[src/serial_regs_pkg.sv]
// Shared constants and types for the serial data and baud register block.
// Assumes one 20 MHz system clock and an 8-bit register port.
package serial_regs_pkg;

  localparam int ADDR_W = 2;
  localparam int DATA_W = 8;

  // Register indices on the register port
  localparam logic [ADDR_W-1:0] IDX_RECEIVE_HOLDING = 2'h0;
  localparam logic [ADDR_W-1:0] IDX_TRANSMIT_HOLDING = 2'h1;
  localparam logic [ADDR_W-1:0] IDX_BAUD_DIVISOR_LOW = 2'h2;
  localparam logic [ADDR_W-1:0] IDX_LINE_STATUS = 2'h3;

  // Reset values
  localparam logic [DATA_W-1:0] RESET_BYTE = 8'h00;

  // Line status / control bit positions
  localparam int ST_RX_READY = 0;
  localparam int ST_RX_NINTH = 1;
  localparam int ST_TX_EMPTY = 2;
  localparam int ST_OVERRUN = 3;
  localparam int ST_FRAME_ERR = 4;
  localparam int CT_NINTH_EN = 5;
  localparam int CT_TX_NINTH = 6;

  // Baud ticks per bit time and the mid-bit sample point
  localparam int OVERSAMPLE = 16;
  localparam logic [3:0] TICK_LAST = 4'hf;
  localparam logic [3:0] TICK_HALF = 4'h7;
  localparam logic [2:0] BIT_LAST = 3'h7;

  // One character: eight data bits and the ninth bit
  typedef struct packed {
    logic ninth;
    logic [7:0] data;
  } serChar_t;

  typedef enum logic [2:0] {
    LN_IDLE = 3'b000,
    LN_START = 3'b001,
    LN_DATA = 3'b010,
    LN_NINTH = 3'b011,
    LN_STOP = 3'b100
  } lineState_t;

endpackage

[src/baud_counter.sv]
// Baud counter: down-counter reloaded from the divisor, one tick per expiry except in a restart cycle.
// Assumes restart and divisor come from logic on the same clock.
module baud_counter #(
  parameter int DIV_W = 8
) (
  // Clock and reset
  input wire logic clk,
  input wire logic rstnSync,
  // Control
  input wire logic [DIV_W-1:0] divisor,
  input wire logic restart,
  // Timing
  output logic tick
);

  logic [DIV_W-1:0] count_r;
  wire expired = (count_r == '0);

  // A divisor write restarts counting from the new value [RULE5]
  always_ff @(posedge clk or negedge rstnSync) begin
    if (!rstnSync) begin
      count_r <= '0;
    end else if (restart || expired) begin
      count_r <= divisor; // [RULE6]
    end else begin
      count_r <= count_r - 1'b1;
    end
  end

  assign tick = expired && !restart; // [RULE6]

endmodule // baud_counter

[src/serial_data_regs.sv]
// Data path registers of an asynchronous serial transceiver with its
// shifters. Assumes software on an 8-bit strobe port and a remote peer on
// the serial line; rxLine is asynchronous and synchronised here.
// Behaviour
// RULE1: Receive register shows received low eight bits; ninth bit sits in status.
// RULE2: Received character and ninth bit stay readable while next one shifts.
// RULE3: Transmit register with ninth bit accepts writes once shifting has begun.
// RULE4: Low divisor byte is read/write and clears to zero on reset.
// RULE5: Writing the low divisor byte restarts the baud counter.
// RULE6: Baud counter reloads on expiry; each expiry times both shifters. An expiry in the cycle of a divisor write gives no tick.
module serial_data_regs (
  // Clock and reset
  input wire logic clk,
  input wire logic rstn,
  // Register port
  input wire logic [serial_regs_pkg::ADDR_W-1:0] regAddr,
  input wire logic [serial_regs_pkg::DATA_W-1:0] regWrData,
  input wire logic regWr,
  input wire logic regRd,
  output logic [serial_regs_pkg::DATA_W-1:0] regRdData,
  // Serial line
  input wire logic rxLine,
  output logic txLine
);

  logic rstnMeta_r, rstnSync;
  always_ff @(posedge clk or negedge rstn) begin
    if (!rstn) begin
      rstnMeta_r <= 1'b0;
      rstnSync <= 1'b0;
    end else begin
      rstnMeta_r <= 1'b1;
      rstnSync <= rstnMeta_r;
    end
  end

  logic rxMeta_r, rxIn_r;
  always_ff @(posedge clk or negedge rstnSync) begin
    if (!rstnSync) begin
      rxMeta_r <= 1'b1;
      rxIn_r <= 1'b1;
    end else begin
      rxMeta_r <= rxLine;
      rxIn_r <= rxMeta_r;
    end
  end

  function automatic logic sel(input logic [serial_regs_pkg::ADDR_W-1:0] a,
                               input logic [serial_regs_pkg::ADDR_W-1:0] b);
    sel = (a == b);
  endfunction

  // Register decode
  wire wrTx = regWr && sel(regAddr, serial_regs_pkg::IDX_TRANSMIT_HOLDING);
  wire wrBaud = regWr && sel(regAddr, serial_regs_pkg::IDX_BAUD_DIVISOR_LOW);
  wire wrStat = regWr && sel(regAddr, serial_regs_pkg::IDX_LINE_STATUS);
  wire rdRecv = regRd && sel(regAddr, serial_regs_pkg::IDX_RECEIVE_HOLDING);

  logic [7:0] baudDivisorLow_r;
  logic ninthEn_r, txNinth_r, overrun_r, frameErr_r;
  logic tick;

  // Divisor clears to zero at reset [RULE4]
  always_ff @(posedge clk or negedge rstnSync) begin
    if (!rstnSync) begin
      baudDivisorLow_r <= serial_regs_pkg::RESET_BYTE;
      ninthEn_r <= 1'b0;
      txNinth_r <= 1'b0;
    end else begin
      if (wrBaud) baudDivisorLow_r <= regWrData; // [RULE4]
      if (wrStat) begin
        ninthEn_r <= regWrData[serial_regs_pkg::CT_NINTH_EN];
        txNinth_r <= regWrData[serial_regs_pkg::CT_TX_NINTH];
      end
    end
  end

  baud_counter #(.DIV_W(8)) u_baud (
    .clk(clk),
    .rstnSync(rstnSync),
    .divisor(wrBaud ? regWrData : baudDivisorLow_r),
    .restart(wrBaud), // [RULE5]
    .tick(tick)
  );

  // Transmit side: holding buffer in front of the shifter
  serial_regs_pkg::serChar_t txHold_r, txShift_r;
  logic txFull_r;
  serial_regs_pkg::lineState_t txState_r;
  logic [3:0] txTick_r;
  logic [2:0] txBit_r;

  wire txIdle = (txState_r == serial_regs_pkg::LN_IDLE);
  wire txLoad = txIdle && txFull_r;
  wire txBitEnd = tick && (txTick_r == serial_regs_pkg::TICK_LAST);
  // A write while the buffer still holds an unsent byte is dropped
  wire txAccept = wrTx && (!txFull_r || txLoad); // [RULE3]

  always_ff @(posedge clk or negedge rstnSync) begin
    if (!rstnSync) begin
      txHold_r <= '0;
      txFull_r <= 1'b0;
    end else begin
      if (txAccept) begin
        txHold_r <= '{ninth: txNinth_r, data: regWrData}; // [RULE3]
      end
      txFull_r <= txAccept || (txFull_r && !txLoad);
    end
  end

  always_ff @(posedge clk or negedge rstnSync) begin
    if (!rstnSync) begin
      txState_r <= serial_regs_pkg::LN_IDLE;
      txShift_r <= '0;
      txTick_r <= '0;
      txBit_r <= '0;
      txLine <= 1'b1;
    end else begin
      if (tick) txTick_r <= txTick_r + 1'b1; // [RULE6]
      case (txState_r)
        serial_regs_pkg::LN_IDLE: begin
          txLine <= 1'b1;
          if (txLoad) begin
            txShift_r <= txHold_r; // [RULE3]
            txState_r <= serial_regs_pkg::LN_START;
            txTick_r <= '0;
            txLine <= 1'b0;
          end
        end
        serial_regs_pkg::LN_START: begin
          if (txBitEnd) begin
            txState_r <= serial_regs_pkg::LN_DATA;
            txBit_r <= '0;
            txLine <= txShift_r.data[0];
          end
        end
        serial_regs_pkg::LN_DATA: begin
          if (txBitEnd) begin
            txBit_r <= txBit_r + 1'b1;
            if (txBit_r == serial_regs_pkg::BIT_LAST) begin
              txState_r <= ninthEn_r ? serial_regs_pkg::LN_NINTH
                                     : serial_regs_pkg::LN_STOP;
              txLine <= ninthEn_r ? txShift_r.ninth : 1'b1;
            end else begin
              txLine <= txShift_r.data[txBit_r + 3'h1];
            end
          end
        end
        serial_regs_pkg::LN_NINTH: begin
          if (txBitEnd) begin
            txState_r <= serial_regs_pkg::LN_STOP;
            txLine <= 1'b1;
          end
        end
        serial_regs_pkg::LN_STOP: begin
          if (txBitEnd) txState_r <= serial_regs_pkg::LN_IDLE;
        end
        default: txState_r <= serial_regs_pkg::LN_IDLE;
      endcase
    end
  end

  // Receive side: shifter feeding a holding register
  serial_regs_pkg::serChar_t rxShift_r, receiveHolding_r;
  logic rxReady_r;
  serial_regs_pkg::lineState_t rxState_r;
  logic [3:0] rxTick_r;
  logic [2:0] rxBit_r;
  logic rxDone, rxStopBad;

  wire rxBitEnd = tick && (rxTick_r == serial_regs_pkg::TICK_LAST);
  wire rxMid = tick && (rxTick_r == serial_regs_pkg::TICK_HALF);

  always_ff @(posedge clk or negedge rstnSync) begin
    if (!rstnSync) begin
      rxState_r <= serial_regs_pkg::LN_IDLE;
      rxShift_r <= '0;
      rxTick_r <= '0;
      rxBit_r <= '0;
    end else begin
      if (tick) rxTick_r <= rxTick_r + 1'b1; // [RULE6]
      case (rxState_r)
        serial_regs_pkg::LN_IDLE: begin
          if (tick && !rxIn_r) begin
            rxState_r <= serial_regs_pkg::LN_START;
            rxTick_r <= '0;
          end
        end
        serial_regs_pkg::LN_START: begin
          // Realign so later samples land mid-bit; a glitch aborts
          if (rxMid) begin
            rxState_r <= rxIn_r ? serial_regs_pkg::LN_IDLE
                                : serial_regs_pkg::LN_DATA;
            rxTick_r <= '0;
            rxBit_r <= '0;
          end
        end
        serial_regs_pkg::LN_DATA: begin
          if (rxBitEnd) begin
            rxShift_r.data <= {rxIn_r, rxShift_r.data[7:1]};
            rxBit_r <= rxBit_r + 1'b1;
            if (rxBit_r == serial_regs_pkg::BIT_LAST) begin
              rxState_r <= ninthEn_r ? serial_regs_pkg::LN_NINTH
                                     : serial_regs_pkg::LN_STOP;
            end
          end
        end
        serial_regs_pkg::LN_NINTH: begin
          if (rxBitEnd) begin
            rxShift_r.ninth <= rxIn_r;
            rxState_r <= serial_regs_pkg::LN_STOP;
          end
        end
        serial_regs_pkg::LN_STOP: begin
          if (rxBitEnd) rxState_r <= serial_regs_pkg::LN_IDLE;
        end
        default: rxState_r <= serial_regs_pkg::LN_IDLE;
      endcase
    end
  end

  assign rxDone = rxBitEnd && (rxState_r == serial_regs_pkg::LN_STOP);
  assign rxStopBad = rxDone && !rxIn_r;

  // Holding register only changes when the previous byte was consumed, so
  // software never sees a half-shifted byte; a late reader loses the new one
  wire rxTake = rxDone && (!rxReady_r || rdRecv);
  always_ff @(posedge clk or negedge rstnSync) begin
    if (!rstnSync) begin
      receiveHolding_r <= '0;
      rxReady_r <= 1'b0;
      overrun_r <= 1'b0;
      frameErr_r <= 1'b0;
    end else begin
      if (rxTake) begin
        receiveHolding_r <= '{ninth: ninthEn_r & rxShift_r.ninth,
                              data: rxShift_r.data}; // [RULE2]
      end
      rxReady_r <= rxDone || (rxReady_r && !rdRecv); // [RULE2]
      overrun_r <= (rxDone && !rxTake) ||
                   (overrun_r &&
                    !(wrStat && regWrData[serial_regs_pkg::ST_OVERRUN]));
      frameErr_r <= rxStopBad ||
                    (frameErr_r &&
                     !(wrStat && regWrData[serial_regs_pkg::ST_FRAME_ERR]));
    end
  end

  // Read mux, answered in the cycle after the strobe
  logic [7:0] lineStatus;
  always_comb begin
    lineStatus = '0;
    lineStatus[serial_regs_pkg::ST_RX_READY] = rxReady_r;
    lineStatus[serial_regs_pkg::ST_RX_NINTH] = receiveHolding_r.ninth;
    lineStatus[serial_regs_pkg::ST_TX_EMPTY] = !txFull_r;
    lineStatus[serial_regs_pkg::ST_OVERRUN] = overrun_r;
    lineStatus[serial_regs_pkg::ST_FRAME_ERR] = frameErr_r;
    lineStatus[serial_regs_pkg::CT_NINTH_EN] = ninthEn_r;
    lineStatus[serial_regs_pkg::CT_TX_NINTH] = txNinth_r;
  end

  wire [7:0] rdMux =
    sel(regAddr, serial_regs_pkg::IDX_RECEIVE_HOLDING) ?
      receiveHolding_r.data : // [RULE1]
    sel(regAddr, serial_regs_pkg::IDX_TRANSMIT_HOLDING) ? txHold_r.data :
    sel(regAddr, serial_regs_pkg::IDX_BAUD_DIVISOR_LOW) ? baudDivisorLow_r :
    lineStatus;

  always_ff @(posedge clk or negedge rstnSync) begin
    if (!rstnSync) begin
      regRdData <= '0;
    end else begin
      regRdData <= regRd ? rdMux : '0;
    end
  end

endmodule // serial_data_regs

[config.mk]
export PLATFORM = sky130hd
export DESIGN_NAME = serial_data_regs
export DESIGN_NICKNAME = d
export VERILOG_FILES = /design/src/serial_regs_pkg.sv /design/src/baud_counter.sv /design/src/serial_data_regs.sv
export SDC_FILE = /design/constraint.sdc
export NUM_CORES = 1
export LEC_CHECK = 0
export BUFFER_PORTS_ARGS = -buffer_cell sky130_fd_sc_hd__buf_4
export CAP_MARGIN = 0
export CORE_ASPECT_RATIO = 1.4
export CORE_MARGIN = 1
export CORE_UTILIZATION = 40
export CTS_CLUSTER_DIAMETER = 60
export CTS_CLUSTER_SIZE = 14
export DETAILED_ROUTE_END_ITERATION = 6
export SYNTH_ARGS = -nofsm -noshare
export SYNTH_HDL_FRONTEND = slang
export SYNTH_SLANG_ARGS = --single-unit
[constraint.sdc]
create_clock -name clk -period 3.5 [get_ports clk]
set_clock_uncertainty 0.05 [all_clocks]
set_input_delay 0.175 -clock clk [delete_from_list [all_inputs] [get_ports clk]]
set_output_delay 0.175 -clock clk [all_outputs]
set_load 0.005 [all_outputs]
**Word-level counts from Yosys, hierarchy flattened**

Index checks and enable logic that the tools add are counted.

- Add/subtract/negate cells: 5
- $lt $le $gt $ge: 1
- Equality and inequality tests: 28
- Multiplexer cells: 43
- Bitwise gates (word level): 1
- Reductions and logical operators: 52

Operators with widths:

| cell | number |
|---|---|
| 3-bit 2-to-1 mux | 16 |
| 8-bit 2-to-1 mux | 6 |
| 3-bit case mux with 5 select lines | 2 |
| 4-bit 2-to-1 mux | 6 |
| 2-bit inequality test, second input constant | 11 |
| 1-bit logical AND | 21 |
| 3-bit by 2-bit equality test with 1-bit output, second input constant | 4 |
| 3-bit equality test, second input constant | 4 |
| 3-bit case mux with 2 select lines | 2 |
| 6-bit AND reduction | 2 |
| 1-bit logical NOT | 9 |
| 4-bit by 1-bit adder with 4-bit output, second input constant | 2 |
| 4-bit equality test, second input constant | 2 |
| 8-bit logical NOT | 1 |
| 4-bit case mux with 2 select lines | 1 |
| 8-bit by 1-bit subtractor with 8-bit output, second input constant | 1 |
| 1-bit logical OR | 7 |
| 1-bit 2-to-1 mux | 7 |
| 3-bit by 1-bit adder with 3-bit output, second input constant | 2 |
| 3-bit by 1-bit equality test with 1-bit output, second input constant | 2 |
| 3-bit logical NOT | 2 |
| 2-bit AND reduction | 3 |
| 3-bit AND reduction | 2 |
| 2-bit equality test, second input constant | 2 |
| 12 further kinds | 13 |

- Register bits: 91
- Input port bits: 15
- Output and inout port bits: 9
- Logic and storage cells: 158

**Logic depth before layout (Yosys ltp)**

- Word-level depth: 10
- Gate-level depth with buffers: 7

**Hierarchy**

From an unflattened synthesis, not the netlist that was laid out.

- Cell total of the unflattened synthesis: 348
- Area, all modules: 4241.6 µm²

By module, submodules not included:

| module | times used | cells an instance | area an instance (µm²) | sequential area each (µm²) |
|---|---|---|---|---|
| serial_data_regs | 1 | 302 | 3757.4 | 2080.7 |
| baud_counter | 1 | 46 | 484.2 | 200.2 |

**Least setup slack after synthesis**

OpenSTA, ideal clock, no wires.

- Kind: reg2reg
- From: register u_baud.count_r[0]
- To: register rxShift_r[0] (netlist bit)
- Library setup time: 125 ps
- Arrival time: 1911 ps
- Data required time: 3325 ps
- Path slack: 1414 ps
- Cell stages (with the launch flop): 8
- Clock period less this slack: 2086 ps
- Cells stage by stage: dfrtp_1 > inv_1 > ha_1 > nor4b_4 > nand4_2 > or3_1 > buf_6 > mux2_4

- Cells in the longest elaborated chain, start to end: 4

RTL lines:

| item | RTL line | RTL |
|---|---|---|
| start: declaration | baud_counter.sv:16 | `logic [DIV_W-1:0] count_r;` |
| start signal: assignment | baud_counter.sv:24 | `count_r <= divisor;` |
| start signal: assignment | baud_counter.sv:26 | `count_r <= count_r - 1'b1;` |
| 8-bit logical NOT | baud_counter.sv:17 | `wire expired = (count_r == '0);` |
| 1-bit logical AND | baud_counter.sv:30 | `assign tick = expired && !restart;` |
| 1-bit logical AND | serial_data_regs.sv:171 | `wire rxBitEnd = tick && (rxTick_r == serial_regs_pkg::TICK_LAST);` |
| 2-bit AND reduction (no source line) | n/a |  |
| end: declaration | serial_data_regs.sv:164 | `serial_regs_pkg::serChar_t rxShift_r, receiveHolding_r;` |

No other way between the ends.
A chain may end at the register's enable or synchronous reset.

**Final worst setup path**

- From: register u_baud.count_r[0]
- To: register rxShift_r[4] (netlist bit)

The elaborated chain is that of the path after synthesis.

==> results by group <==
Status
  • Status: finished, final reports clean

Timing
  • Final hold violations: 0
  • Min Clock Period, post-route: 2.45 ns
  • Final setup violation count: 0
  • Hold Worst Slack: 0.0419 ns
  • Slew @ Worst Pin: between 1 and 1.5 ns
  • Peak Freq: about 410 MHz
  • Rel. slew slack: 29.0%
  • Fin Setup TNS: 0 ns
  • Slew Limit Fails: 0
  • Fin crit share: a little over two thirds
  • RSZ-0062 raised after global routing: no

Clock tree
  • Cts-stage hold buffer count: 2
  • Worst-path clk slew: 0.06 ns
  • TritonCTS Buffers: 9
  • Skew-Pair Late Insertion Delay: approximately 0.34 ns
  • H-tree depth: 3
  • Clock Path Buffers: 2
  • Post-cts resize count: 0
  • CTS Sinks: 91
  • CTS tree: built
  • Clock root cell: clkbuf_16
  • Post-CTS Setup Inserts: 0

Worst setup path
  • Crit path DAT: roughly 2.6 ns
  • Startpoint types: flip-flop
  • Crit Path Max Fanout: 9
  • CP Capture Type: flip-flop
  • Reg2Reg Capture Point: rxShift_r[4]
  • R2R Path Start: u_baud.count_r[0]
  • WP data required: approximately 3.7 ns
  • Crit Path Category: reg -> reg
  • R2R Setup Slk: about 1.0 ns
  • Worst reg2reg path depth: 6

Die
  • # rows: 44
  • Die ar.: about 11000 um2
  • Die Wd: 89.1 um
  • Core ar.: between 10000 and 15000 um2
  • Starting density of the core: roughly 41%
  • Die Ht: 124 um
  • I/O pins: 24

Global routing
  • Initial antenna violation count: 0
  • Gr ovfl total: 0
  • First-pass GRT wire length: approximately 15000 um
  • Pin count of the biggest net entering global routing: 83
  • Vias in the first global route: about 2800
  • Total track usage: between 10% and 20%

Synth
  • Post-synthesis sequential area ratio: 53.7%
  • Post-synthesis async set-or-reset flop share: 100%
  • Synthesized area: between 4000 and 5000 um2
  • Mapped Nets: 364
  • FF+latch count, synth: between 90 and 100
  • EDFF count, synth: 0
  • Synth Instances: 341
  • Top_reg_cell synth: dfrtp_1
  • Yosys warns: 0
  • Yosys cell types: 50
  • Synthesized area per cell: approximately 12 um2

Detailed routing
  • Total vias in the final route: between 2000 and 3000
  • Post-Route WL: a little under 9000 um
  • DR WL/cell: roughly 17 um
  • Antenna Nets Post-Route: 0
  • Drt drc: 0
  • Initial DRT Pass Iterations: 5
  • Vias per cell: 5.31
  • Iter 0 DRT Violations: ~80

Placed design
  • Dpl hpwl: ~6300 um
  • GP Congestion: around 0.82
  • Port bufs: 23

Pwr
  • Internal: a little under 2 mW
  • Clock power share: 42.0%
  • Combinational share of power: between 10% and 20%
  • P_leak: ~2.3 nW
  • Seq pwr share: a little under half
  • Pwr Density: approximately 520 nW/um2
  • Switching Fraction: a little under a quarter
  • Sw Pwr: ~0.6 mW
  • Worst vdd ir: between 0.0002 and 0.00025 V

Worst hold path
  • Hold/Removal Path Class: in -> reg
  • Hold depth: 2
  • Worst Min Path Start: regWrData[2]
  • Hold path endpoint: txHold_r[2]

Final layout
  • Area Growth Syn to Fin: 15.9%
  • NumNets Final: 391
  • Post-Route Utilization: a little under half
  • Fill cells: ~980
  • Antenna cells: 0
  • Most frequent cells in the layout: dfrtp_1 (87), mux2_2 (44), buf_4 (26), nor2_1 (24), a21oi_1 (17)
  • Share of post-route cells with drive strength above 1: between 20 and 30%
  • Commonest non-fill, non-tap cell in the layout: dfrtp_1

Job
  • Max_cap viols: 0
-- synthesized netlist by cell type (all sizes together) (2+ instances only) --
cell / n / area, um2
and3: 6 / 37.5
or3: 4 / 25.0
dfstp: 3 / 78.8
and2: 7 / 43.8
o21ai: 8 / 40.0
and4b: 2 / 20.0
o31ai: 2 / 15.0
mux2i: 3 / 30.0
a31oi: 5 / 31.3
inv: 14 / 52.6
xor2: 5 / 43.8
nor2: 24 / 90.1
nand4: 5 / 37.5
nand2b: 4 / 25.0
o2bb2ai: 3 / 26.3
dfrtp: 88 / 2200
clkbuf: 9 / 33.8
nor3: 7 / 35.0
buf: 3 / 20.0
mux4: 8 / 180
a21o: 2 / 15.0
and4: 2 / 17.5
nand3: 7 / 40.0
ha: 8 / 100
nor3b: 2 / 15.0
a22o: 4 / 35.0
nand3b: 2 / 15.0
xnor2: 4 / 35.0
o22ai: 3 / 18.8
mux2: 52 / 616
a21oi: 17 / 85.1
nand2: 13 / 48.8
nor2b: 3 / 18.8
-- through the flow --
stage	power (mW)	cell area (um2)	setup slack (ns)	std cells
after floorplan	1.42	4240	0.733	341
after global placement	1.50	4560	1.10	493
after detailed placement	1.51	4560	1.03	493
after CTS	2.60	4920	1.02	511
after global routing	2.68	4920	0.890	511
final	2.58	4920	1.05	511
-- worst max-delay path by stage --
stage                                 start             endpoint  slack, ns  cells after the start
after floorplan                    rstnSync  baudDivisorLow_r[0]       0.73                      0
after global placement    u_baud.count_r[0]         rxShift_r[7]       1.10                      6
after detailed placement  u_baud.count_r[0]         rxShift_r[4]       1.03                      6
after CTS                 u_baud.count_r[0]         rxShift_r[4]       1.02                      6
after global routing      u_baud.count_r[0]         rxShift_r[1]       0.89                      6
final                     u_baud.count_r[0]         rxShift_r[4]       1.05                      6
-- registers in the layout (all words and copies together) (netlist names), 4 cells and up --
signal            flops
u_baud.count_r        8
txTick_r              4
regRdData             8
txShift_r             9
txHold_r              9
rxShift_r             9
receiveHolding_r      8
rxTick_r              4
baudDivisorLow_r      8
-- worst max-delay path: stages (launching register included) --
cell and delay [ns]:
dfrtp_1 0.39, inv_1 0.09, ha_1 0.15, nor4b_4 0.44, nand4_2 0.22, or3_1 0.63
mux2_4 0.38
-- layer usage --
layer  wire [um]  global-route usage (%)  up-vias
li1            -                       -     1285
met1        3800                    21.4     1368
met2        4520                    31.5       47
met3         252                    3.51       12
met4         135                    6.35        0
met5           0                       0        -
-- final cells by class --
| class | count | area [um2] | area share (%) |
|---|---|---|---|
| sequential | 91 | 2280 | 46.5 |
| multi-input combinational | 224 | 1860 | 37.8 |
| inverter | 14 | 52.6 | 1.07 |
| clock inverter | 5 | 103 | 2.09 |
| clock buffer | 11 | 233 | 4.73 |
| tap | 138 | 173 | 3.51 |
| timing repair buffer | 28 | 215 | 4.38 |
-- cell families (layout without fill, tap and decap cells) --
logic type,Yosys count,in the layout,share of synthesized area (%)
other,1,1,0.0884
buffers and inverters,26,58,2.51
DFF,91,91,53.7
adders and majority gates,8,8,2.36
muxes,63,63,19.5
and+or+nand+nor,92,92,12.2
xor gates and xnor gates,9,9,1.86
AOI/OAI and AO/OA,51,51,7.81
-- power by group through the flow --
| stage | sequential [mW] | clock [mW] | combinational (mW) |
|---|---|---|---|
| 4_1_cts | 1.23 | 1.11 | 0.264 |
| 3_3_place_gp | 1.25 | 0 | 0.253 |
| 3_5_place_dp | 1.25 | 0 | 0.261 |
| 6_report | 1.23 | 1.08 | 0.261 |
| 5_1_grt | 1.25 | 1.14 | 0.288 |
| 2_1_floorplan | 1.23 | 0 | 0.193 |
(Power assumes the default switching activity.)
